### src/inc/cms_pkg.sv
// Package of settings constants for the clock manager settings block.
package cms_pkg;
  localparam logic [31:0] CMS_CTRL_OFF = 32'h0000_0000;
  localparam logic [31:0] CMS_PHASE_OFF = 32'h0000_0004;
  localparam logic [31:0] CMS_RATIO_OFF = 32'h0000_0008;
  localparam logic [31:0] CMS_JF_OFF = 32'h0000_000c;
  localparam logic [31:0] CMS_PERIOD_OFF = 32'h0000_0010;
  localparam logic [31:0] CMS_STATUS_OFF = 32'h0000_0014;
  localparam logic [31:0] CMS_PSTEP_OFF = 32'h0000_0018;
  // Control field positions.
  localparam int CMS_CTRL_OPT_BIT = 0;
  localparam int CMS_CTRL_MODE_LSB = 1;
  localparam int CMS_CTRL_HOLD_BIT = 4;
  localparam int CMS_CTRL_HALVE_BIT = 5;
  localparam int CMS_CTRL_FB_BIT = 6;
  localparam int CMS_CTRL_SRANGE_BIT = 7;
  localparam int CMS_CTRL_LRANGE_BIT = 8;
  localparam int CMS_CTRL_DUTY_BIT = 9;
  localparam int CMS_CTRL_LOCKREQ_BIT = 10;
  // Ratio field positions: half-step divider code, numerator, denominator.
  localparam int CMS_RATIO_DIV_LSB = 0;
  localparam int CMS_RATIO_NUM_LSB = 8;
  localparam int CMS_RATIO_DEN_LSB = 16;
  // Reset values.
  localparam logic [15:0] CMS_JF_RST = 16'hf0f0;
  localparam logic [10:0] CMS_PHASE_RST = 11'h000;
  localparam logic [5:0] CMS_DIV_RST = 6'h04;
  localparam logic [5:0] CMS_NUM_RST = 6'h04;
  localparam logic [5:0] CMS_DEN_RST = 6'h01;
  localparam logic [15:0] CMS_PERIOD_RST = 16'h0000;
  localparam logic CMS_DUTY_RST = 1'b1;
  // Legal limits.
  localparam int CMS_UP_MAX = 255;
  localparam int CMS_CEN_MAX = 255;
  localparam int CMS_DIR_MAX = 1023;
  localparam int CMS_DIV_MIN = 3;
  localparam int CMS_DIV_HALF_MAX = 15;
  localparam int CMS_DIV_MAX = 32;
  localparam int CMS_NUM_MIN = 2;
  localparam int CMS_NUM_MAX = 32;
  localparam int CMS_DEN_MIN = 1;
  localparam int CMS_DEN_MAX = 32;
  localparam int CMS_STEP_DENOM = 256;
  typedef enum logic [2:0] {
    CMS_PS_NONE, CMS_PS_FIXED, CMS_PS_UP, CMS_PS_CENTRED, CMS_PS_DIRECT
  } cms_psmode_t;
endpackage

### src/cms_settings.sv
// Clock manager settings register block with APB slave and divider.
`timescale 1ns/100ps
`default_nettype none
module cms_settings
  import cms_pkg::*;
#(
  parameter int JF_W = 16
) (
  input wire logic clk,
  input wire logic rst_n,
  input wire logic psel,
  input wire logic penable,
  input wire logic pwrite,
  input wire logic [31:0] paddr,
  input wire logic [31:0] pwdata,
  output logic [31:0] prdata,
  output logic pready,
  output logic pslverr,
  input wire logic lock_in,
  output logic startup_hold,
  output logic divided_clock_output,
  output logic tap_update,
  output logic config_illegal,
  output logic [11:0] start_offset
);
  if (JF_W != 16) begin : g_jf_check
    $error("jitter filter width must be 16");
  end

  typedef struct packed {
    logic opt_range;
    cms_psmode_t mode;
    logic hold;
    logic halve;
    logic fb_src;
    logic srange_hi;
    logic lrange_hi;
    logic duty_en;
    logic lock_req;
    logic [10:0] phase;
    logic [5:0] div;
    logic [5:0] num;
    logic [5:0] den;
    logic [JF_W-1:0] jf;
    logic [15:0] period;
    logic [1:0] lock_sync;
    logic halve_tgl;
    logic [5:0] div_cnt;
    logic div_out;
    logic [JF_W-1:0] jf_cnt;
    logic tap_up;
    logic illegal;
    logic hold_out;
    logic [11:0] offs;
    logic [31:0] rdata;
    logic ready;
    logic err;
  } cms_state_t;

  cms_state_t s_r;
  cms_state_t s_nxt;

  // Signed offset limit for the chosen mode and optimisation.
  function automatic logic in_range(input cms_psmode_t m,
      input logic [10:0] p, input logic opt_range);
    int v;
    int lim;
    v = $signed(p);
    in_range = 1'b1;
    case (m)
      CMS_PS_UP: begin
        lim = opt_range ? CMS_UP_MAX : CMS_UP_MAX / 2;
        in_range = (v >= 0) && (v <= lim);
      end
      CMS_PS_FIXED, CMS_PS_CENTRED: begin
        lim = opt_range ? CMS_CEN_MAX : CMS_CEN_MAX / 2;
        in_range = (v >= -lim) && (v <= lim);
      end
      CMS_PS_DIRECT: in_range = (v >= 0) && (v <= CMS_DIR_MAX);
      CMS_PS_NONE: in_range = 1'b1;
      default: in_range = 1'b0;
    endcase
  endfunction

  // Divider code is the ratio in half steps.
  function automatic logic ratio_ok(input logic [5:0] d);
    int v;
    v = int'(d);
    ratio_ok = (v >= CMS_DIV_MIN && v <= CMS_DIV_HALF_MAX) ||
               (v >= 16 && v <= CMS_DIV_MAX && v[0] == 1'b0);
  endfunction

  logic acc;
  logic setup;
  assign setup = psel && !penable;
  assign acc = psel && penable && s_r.ready;

  always_comb begin
    s_nxt = s_r;
    s_nxt.lock_sync = {s_r.lock_sync[0], lock_in};
    s_nxt.hold_out = s_r.hold && s_r.lock_req && !s_r.lock_sync[1];
    s_nxt.halve_tgl = s_r.halve ? !s_r.halve_tgl : 1'b1;
    if (s_r.halve_tgl) begin
      if (s_r.div_cnt + 6'h02 >= s_r.div) begin
        s_nxt.div_cnt = s_r.div_cnt + 6'h02 - s_r.div;
      end else begin
        s_nxt.div_cnt = s_r.div_cnt + 6'h02;
      end
    end
    // High phase is half of ratio for balanced cases.
    if (s_r.div[0] && s_r.lrange_hi) begin
      s_nxt.div_out = s_r.div_cnt < 6'(s_r.div >> 1) - 6'h01;
    end else begin
      s_nxt.div_out = s_r.div_cnt < 6'(s_r.div >> 1);
    end
    // Tap update interval from jitter filter word.
    s_nxt.tap_up = 1'b0;
    if (s_r.jf_cnt >= s_r.jf) begin
      s_nxt.jf_cnt = '0;
      s_nxt.tap_up = 1'b1;
    end else begin
      s_nxt.jf_cnt = s_r.jf_cnt + 1'b1;
    end
    s_nxt.illegal = !in_range(s_r.mode, s_r.phase, s_r.opt_range) ||
        !ratio_ok(s_r.div) ||
        int'(s_r.num) < CMS_NUM_MIN || int'(s_r.num) > CMS_NUM_MAX ||
        int'(s_r.den) < CMS_DEN_MIN || int'(s_r.den) > CMS_DEN_MAX;
    if (s_r.mode == CMS_PS_DIRECT || s_r.mode == CMS_PS_NONE) begin
      s_nxt.offs = 12'h000;
    end else begin
      s_nxt.offs = {s_r.phase[10], s_r.phase};
    end
    // APB slave with no wait cycles; ready in the first access cycle.
    s_nxt.ready = setup;
    s_nxt.err = 1'b0;
    if (setup) begin
      s_nxt.err = paddr[1:0] != 2'b00 || paddr > CMS_PSTEP_OFF;
      s_nxt.rdata = 32'h0000_0000;
      case (paddr)
        CMS_CTRL_OFF: begin
          s_nxt.rdata[CMS_CTRL_OPT_BIT] = s_r.opt_range;
          s_nxt.rdata[CMS_CTRL_MODE_LSB +: 3] = s_r.mode;
          s_nxt.rdata[CMS_CTRL_HOLD_BIT] = s_r.hold;
          s_nxt.rdata[CMS_CTRL_HALVE_BIT] = s_r.halve;
          s_nxt.rdata[CMS_CTRL_FB_BIT] = s_r.fb_src;
          s_nxt.rdata[CMS_CTRL_SRANGE_BIT] = s_r.srange_hi;
          s_nxt.rdata[CMS_CTRL_LRANGE_BIT] = s_r.lrange_hi;
          s_nxt.rdata[CMS_CTRL_DUTY_BIT] = s_r.duty_en;
          s_nxt.rdata[CMS_CTRL_LOCKREQ_BIT] = s_r.lock_req;
        end
        CMS_PHASE_OFF: s_nxt.rdata[10:0] = s_r.phase;
        CMS_RATIO_OFF: s_nxt.rdata = {8'h00, 2'b00, s_r.den, 2'b00,
            s_r.num, 2'b00, s_r.div};
        CMS_JF_OFF: s_nxt.rdata[JF_W-1:0] = s_r.jf;
        CMS_PERIOD_OFF: s_nxt.rdata[15:0] = s_r.period;
        CMS_STATUS_OFF: s_nxt.rdata = {28'h0000000, s_r.hold_out,
            s_r.lock_sync[1], s_r.tap_up, s_r.illegal};
        CMS_PSTEP_OFF: s_nxt.rdata[8:0] = 9'(CMS_STEP_DENOM);
        default: s_nxt.rdata = 32'h0000_0000;
      endcase
    end
    if (acc) begin
      s_nxt.ready = 1'b0;
    end
    if (acc && pwrite && !s_r.err) begin
      case (paddr)
        CMS_CTRL_OFF: begin
          s_nxt.opt_range = pwdata[CMS_CTRL_OPT_BIT];
          // Offset mode; unknown codes fall back to none.
          if (pwdata[CMS_CTRL_MODE_LSB +: 3] <= 3'(CMS_PS_DIRECT)) begin
            s_nxt.mode = cms_psmode_t'(pwdata[CMS_CTRL_MODE_LSB +: 3]);
          end else begin
            s_nxt.mode = CMS_PS_NONE;
          end
          s_nxt.hold = pwdata[CMS_CTRL_HOLD_BIT];
          s_nxt.halve = pwdata[CMS_CTRL_HALVE_BIT];
          s_nxt.fb_src = pwdata[CMS_CTRL_FB_BIT];
          s_nxt.srange_hi = pwdata[CMS_CTRL_SRANGE_BIT];
          s_nxt.lrange_hi = pwdata[CMS_CTRL_LRANGE_BIT];
          s_nxt.duty_en = pwdata[CMS_CTRL_DUTY_BIT];
          s_nxt.lock_req = pwdata[CMS_CTRL_LOCKREQ_BIT];
        end
        CMS_PHASE_OFF: s_nxt.phase = pwdata[10:0];
        CMS_RATIO_OFF: begin
          s_nxt.div = pwdata[CMS_RATIO_DIV_LSB +: 6];
          s_nxt.num = pwdata[CMS_RATIO_NUM_LSB +: 6];
          s_nxt.den = pwdata[CMS_RATIO_DEN_LSB +: 6];
        end
        CMS_JF_OFF: s_nxt.jf = pwdata[JF_W-1:0];
        CMS_PERIOD_OFF: s_nxt.period = pwdata[15:0];
        default: s_nxt.jf = s_r.jf;
      endcase
    end
  end

  always_ff @(posedge clk or negedge rst_n) begin
    if (!rst_n) begin
      s_r <= '0;
      s_r.mode <= CMS_PS_NONE;
      s_r.phase <= CMS_PHASE_RST;
      s_r.div <= CMS_DIV_RST;
      s_r.num <= CMS_NUM_RST;
      s_r.den <= CMS_DEN_RST;
      s_r.jf <= CMS_JF_RST;
      s_r.period <= CMS_PERIOD_RST;
      s_r.duty_en <= CMS_DUTY_RST;
      s_r.halve_tgl <= 1'b1;
    end else begin
      s_r <= s_nxt;
    end
  end

  assign prdata = s_r.rdata;
  assign pready = s_r.ready;
  assign pslverr = s_r.err;
  assign startup_hold = s_r.hold_out;
  assign divided_clock_output = s_r.div_out;
  assign tap_update = s_r.tap_up;
  assign config_illegal = s_r.illegal;
  assign start_offset = s_r.offs;
endmodule
`default_nettype wire

### config.mk
export PLATFORM = sky130hd
export DESIGN_NAME = cms_settings
export DESIGN_NICKNAME = d
export VERILOG_FILES = /design/src/inc/cms_pkg.sv /design/src/cms_settings.sv
export SDC_FILE = /design/constraint.sdc
export NUM_CORES = 1
export LEC_CHECK = 0
export BUFFER_PORTS_ARGS = -buffer_cell sky130_fd_sc_hd__buf_2
export CORE_UTILIZATION = 35
export DETAILED_ROUTE_END_ITERATION = 7
export PLACE_DENSITY = 0.5
export SLEW_MARGIN = 10
export SYNTH_ARGS = -nofsm -noshare
export SYNTH_HDL_FRONTEND = slang
export SYNTH_SLANG_ARGS = --single-unit
### constraint.sdc
create_clock -name clk -period 2.86 [get_ports clk]
set_clock_uncertainty 0.05 [all_clocks]
set_input_delay 0.858 -clock clk [delete_from_list [all_inputs] [get_ports clk]]
set_output_delay 0.858 -clock clk [all_outputs]
set_load 0.005 [all_outputs]
==> results.md <==
Drt:
- The DRC violation count after routing is 0.
- Dividing the detail-routed wire length by the instance count gives 16.95 um.
- The pre-antenna-repair detailed-routing pass consisted of 4 iterations.
- The via count is 5112.
- The via density per instance is 4.992.
- Wires add up to 17360 um.
- The number of DRC markers after the initial detailed-route iteration is 244.
- The number of antenna-violating nets in the routed design is 0.

Setup path:
- The worst register-to-register path begins at s_r[67]$_DFFE_PN0P_.
- The maximum fanout encountered on the critical timing path is 10.
- Following the worst setup path forward leads to its endpoint at s_r[71]$_DFFE_PN0P_.
- In this run the critical register-to-register path is captured at s_r[71]$_DFFE_PN0P_.
- On the worst path, the slowest cell contributes a delay of 0.45 ns.
- The cell with the biggest individual delay on the critical path is sky130_fd_sc_hd__dfrtp_1.
- The startpoint class of the critical path is a flip-flop.
- The endpoint arrival time on the critical path is 2.84 ns.
- STA puts the critical path data required time at 3.14 ns.
- The endpoint type of the worst setup path is a flip-flop.
- The start point of the critical path is s_r[67]$_DFFE_PN0P_.
- The setup slack of the worst register-to-register path is 0.30 ns.
- The cell repeated most along the worst path is sky130_fd_sc_hd__ha_1.
- Counting cells, the worst reg-to-reg path comes to 9.
- The number of buffers and inverters on the critical path is 0.
- Among cell families on the critical path, the largest total delay comes from compound AO/OA/AOI/OAI gates.
- Counting buffers and inverters, the worst setup path is 9 cells deep.
- Walking the worst path, the cells encountered are ha_1 -> xor2_1 -> ha_1 -> o21a_1 -> a21oi_1 -> a21oi_2 -> nand3_1 -> mux2_2 -> o221ai_1.
- The setup path with the least slack is of type reg2reg.

Logic synthesis:
- The number of unique standard cell types used by synthesis is 58.
- The Yosys step of the flow raised 0 warnings.
- The most numerous cell in the Yosys netlist is sky130_fd_sc_hd__dfrtp_1.
- The fraction of synthesis flops using an asynchronous set or reset pin is 100.0%.
- The synthesized flop and latch total is 136.
- The biggest area contributor in the post-synthesis netlist is sky130_fd_sc_hd__dfrtp_1.
- Sequential cells were found to cover 46.89% of the synthesized design area.
- The synthesized design contains 0 enable-type register cells.
- The summed instance area of the synthesized netlist is 0.007293 mm2.
- The average instance in the mapped netlist occupies 11.02 um2.
- In the synthesized netlist the dominant register cell turns out to be sky130_fd_sc_hd__dfrtp_1.
- By count the netlist is led by sky130_fd_sc_hd__dfrtp_1 (123), sky130_fd_sc_hd__mux2_2 (52), sky130_fd_sc_hd__buf_4 (46), sky130_fd_sc_hd__nor2_1 (39), sky130_fd_sc_hd__nand2_1 (38).
- After synthesis, the cell types taking the most area are sky130_fd_sc_hd__dfrtp_1 (42%), sky130_fd_sc_hd__mux2_2 (8.0%), sky130_fd_sc_hd__ha_1 (6.2%), sky130_fd_sc_hd__buf_4 (4.7%), sky130_fd_sc_hd__dfstp_2 (4.7%).
- The area fraction of the dominant cell type after synthesis is 42.20%.
- Counting every instance in the synthesized netlist gives 662.

Floorplan:
- The core region is 0.02030 mm2.
- The die span in y is 146.4 um.
- During I/O placement, the number of pins put on the boundary was 120.
- The initial utilization of the core area, before any placement, comes to 35.93%.
- The die covers 0.02142 mm2.
- The site row count is 52.
- The width of the die is 146.4 um.

Final layout:
- The area occupied by multi-input gates is 0.003349 mm2.
- The relative area change from synthesis to final layout is 17.28%.
- With fillers left out, the area of the finished cells amounts to 0.008553 mm2.
- The final antenna diode count is 0.
- The final layout net count is 848.
- The finished layout holds 1024 standard cells, fillers aside.
- After filler insertion, the fill cell instance count of the layout stands at 1965.
- Cells with a size suffix above 1 make up 31.43% of the layout.
- In the final layout, flip-flops and latches occupy 0.003420 mm2.

STA:
- Of the available clock period, the critical path in the final layout requires 89.51%.
- The worst path meets setup with 0.2999 ns of slack.
- For the final routed database, the setup TNS stands at 0 ns.
- Timing would allow up to 0.3906 GHz.
- Hold is met by 0.3000 ns.
- The final critical-path required period is 2.560 ns.
- Setup repair after global routing left no endpoint under its margin.
- The transition time at the pin with the least slew margin is 0.8092 ns.
- The count of endpoints failing setup in the final report is 0.
- The total count of hold-check failures in the final report was 0.
- The max-slew violation count is 0.
- The worst slew margin relative to its limit is 45.86%.

CTS:
- TritonCTS built the clock tree.
- The post-CTS setup-driven buffer insertion count is 0.
- The sink count of the clock tree is 136.
- The clock input transition at the sequential cells of the worst setup and hold paths is 0.06 ns.
- The total of cells resized after clock tree synthesis is 0.
- The TritonCTS buffer count is 17.
- In this run the clock root is driven by a sky130_fd_sc_hd__clkbuf_16.
- After clock tree synthesis, the flow added hold-fix buffers numbering 0.
- The latest clock arrival within the worst-skew pair is 0.41 ns.
- The number of buffers between clock root and the deepest sink is 2.
- CTS built an H-tree with a depth of 4.

Power and ir drop:
- The part of the power in registers is 44.5%.
- Internal power comes to 3.380 mW.
- In this run the static leakage power is 4.155 nW.
- The reported net switching power is 0.9561 mW.
- The switching part of the total power is 22.05%.
- Dividing total power by cell area gives a power density of 506.9 mW/mm2.
- Combinational cells account for 3.7% of the total power.
- The worst vdd rail ir drop is 0.0003290 V.
- The part of the total power dissipated in the clock network is 51.8%.

GRT:
- Entering global routing, the biggest net connects 52 pins.
- The number of antenna violations at the first check in global routing was 0.
- Across every metal layer, demand over resource in global routing totals 17.42%.
- The via count of the first global-routing pass came to 5346.
- The first global-routing pass estimated 28700 um of wire.
- The overall overflow remaining after global route is 0.

Placed design:
- The final RePlAce weighted congestion is 0.8299.
- After legalization and detailed placement, the total HPWL measured 13170 um.
- The port buffer count is 99.
- Before CTS, the worst setup slack after placement is 0.03634 ns.
- The standard cell area after detailed placement is 0.007941 mm2.
- The cell total after placement is 992.

Hold path:
- The class of the most critical hold timing path is reg2reg.

Job:
- The number of max-capacitance violations reported is 0.

Status:
- The flow ran to the end, and the final reports show no timing, DRC or antenna violations.
routing by layer:
metal	GRT usage, %	vias up	wire length (um)
met5	0	-	0
met4	5.000	0	169
met3	3.750	11	745
met2	29.07	115	8361
met1	22.70	2526	8085
li1	-	2460	-
worst min-delay path by stage:
stage                         from                end  slack (ns)  depth (start not counted)
2_1_floorplan  s_nxt[74]$_DFF_PN0_  s_r[74]$_DFF_PN0_        0.28                          0
5_1_grt        s_nxt[74]$_DFF_PN0_  s_r[74]$_DFF_PN0_        0.32                          0
4_1_cts        s_nxt[74]$_DFF_PN0_  s_r[74]$_DFF_PN0_        0.30                          0
6_report       s_nxt[74]$_DFF_PN0_  s_r[74]$_DFF_PN0_        0.30                          0
3_5_place_dp   s_nxt[74]$_DFF_PN0_  s_r[74]$_DFF_PN0_        0.29                          0
3_3_place_gp   s_nxt[74]$_DFF_PN0_  s_r[74]$_DFF_PN0_        0.29                          0
kinds of logic after synthesis:
family | Yosys count | share of synthesized area (%)
XOR/XNOR | 22 | 2.642
AND/OR/NAND/NOR | 169 | 12.03
buffers and inverters | 99 | 7.651
other | 1 | 0.05142
AO/OA/AOI/OAI | 107 | 9.642
multiplexers | 91 | 14.65
adder cells (fa/ha/maj) | 37 | 6.450
flip-flops | 136 | 46.89
cells in the final DEF (no fill, tap or decap), types with 6 or more instances in the layout:
cell type	n
sky130_fd_sc_hd__a21o_1	9
sky130_fd_sc_hd__a21oi_1	20
sky130_fd_sc_hd__a22o_1	6
sky130_fd_sc_hd__a22oi_1	9
sky130_fd_sc_hd__and3_1	11
sky130_fd_sc_hd__buf_2	98
sky130_fd_sc_hd__buf_4	16
sky130_fd_sc_hd__clkbuf_16	17
sky130_fd_sc_hd__conb_1	10
sky130_fd_sc_hd__dfrtp_1	123
sky130_fd_sc_hd__dfstp_2	13
sky130_fd_sc_hd__ha_1	36
sky130_fd_sc_hd__inv_1	29
sky130_fd_sc_hd__mux2_1	14
sky130_fd_sc_hd__mux2_2	52
sky130_fd_sc_hd__mux2_4	10
sky130_fd_sc_hd__mux2i_1	13
sky130_fd_sc_hd__nand2_1	38
sky130_fd_sc_hd__nand2b_1	6
sky130_fd_sc_hd__nand3_1	13
sky130_fd_sc_hd__nand4_1	13
sky130_fd_sc_hd__nor2_1	39
sky130_fd_sc_hd__nor2b_1	17
sky130_fd_sc_hd__nor3_1	6
sky130_fd_sc_hd__nor4_1	8
sky130_fd_sc_hd__o211ai_1	7
sky130_fd_sc_hd__o21ai_0	28
sky130_fd_sc_hd__xnor2_1	12
sky130_fd_sc_hd__xor2_1	10
cell type report:
type,count,share of cell area (%)
Timing Repair Buffer,120,8.441
Multi-Input combinational cell,436,39.16
Clock buffer,18,5.135
Tap cell,270,3.950
Sequential cell,136,39.98
Inverter,30,1.317
Clock inverter,14,2.019
flip-flops by register name, summed over array words and instances (netlist names):
register and cells:
prdata 22, divided_clock_output 1, s_r 96, start_offset 11
pready 1, pslverr 1, tap_update 1, s_nxt 1
startup_hold 1, config_illegal 1
metrics by stage:
| stage | util (%) | power (mW) |
|---|---|---|
| 5_1_grt | 42.14 | 4.493 |
| 2_1_floorplan | - | 2.016 |
| 3_3_place_gp | 39.12 | 2.127 |
| 6_report | 42.14 | 4.336 |
| 4_1_cts | 42.14 | 4.391 |
| 3_5_place_dp | 39.12 | 2.129 |
worst reg2reg max path: stages (launching register included):
cell and delay [ns]:
sky130_fd_sc_hd__dfrtp_1 0.45, sky130_fd_sc_hd__ha_1 0.29, sky130_fd_sc_hd__xor2_1 0.16, sky130_fd_sc_hd__ha_1 0.39
sky130_fd_sc_hd__o21a_1 0.16, sky130_fd_sc_hd__a21oi_1 0.08, sky130_fd_sc_hd__a21oi_2 0.42, sky130_fd_sc_hd__nand3_1 0.12
sky130_fd_sc_hd__mux2_2 0.28, sky130_fd_sc_hd__o221ai_1 0.07
power groups by stage:
stage               combinational [mW]  clock [mW]  sequential [mW]
floorplan                       0.0522           0             1.96
finish                           0.161        2.24             1.93
detailed placement               0.166           0             1.96
global placement                 0.163           0             1.96
global route                     0.180        2.38             1.93
CTS                              0.166        2.30             1.93
(Power assumes the default switching activity.)
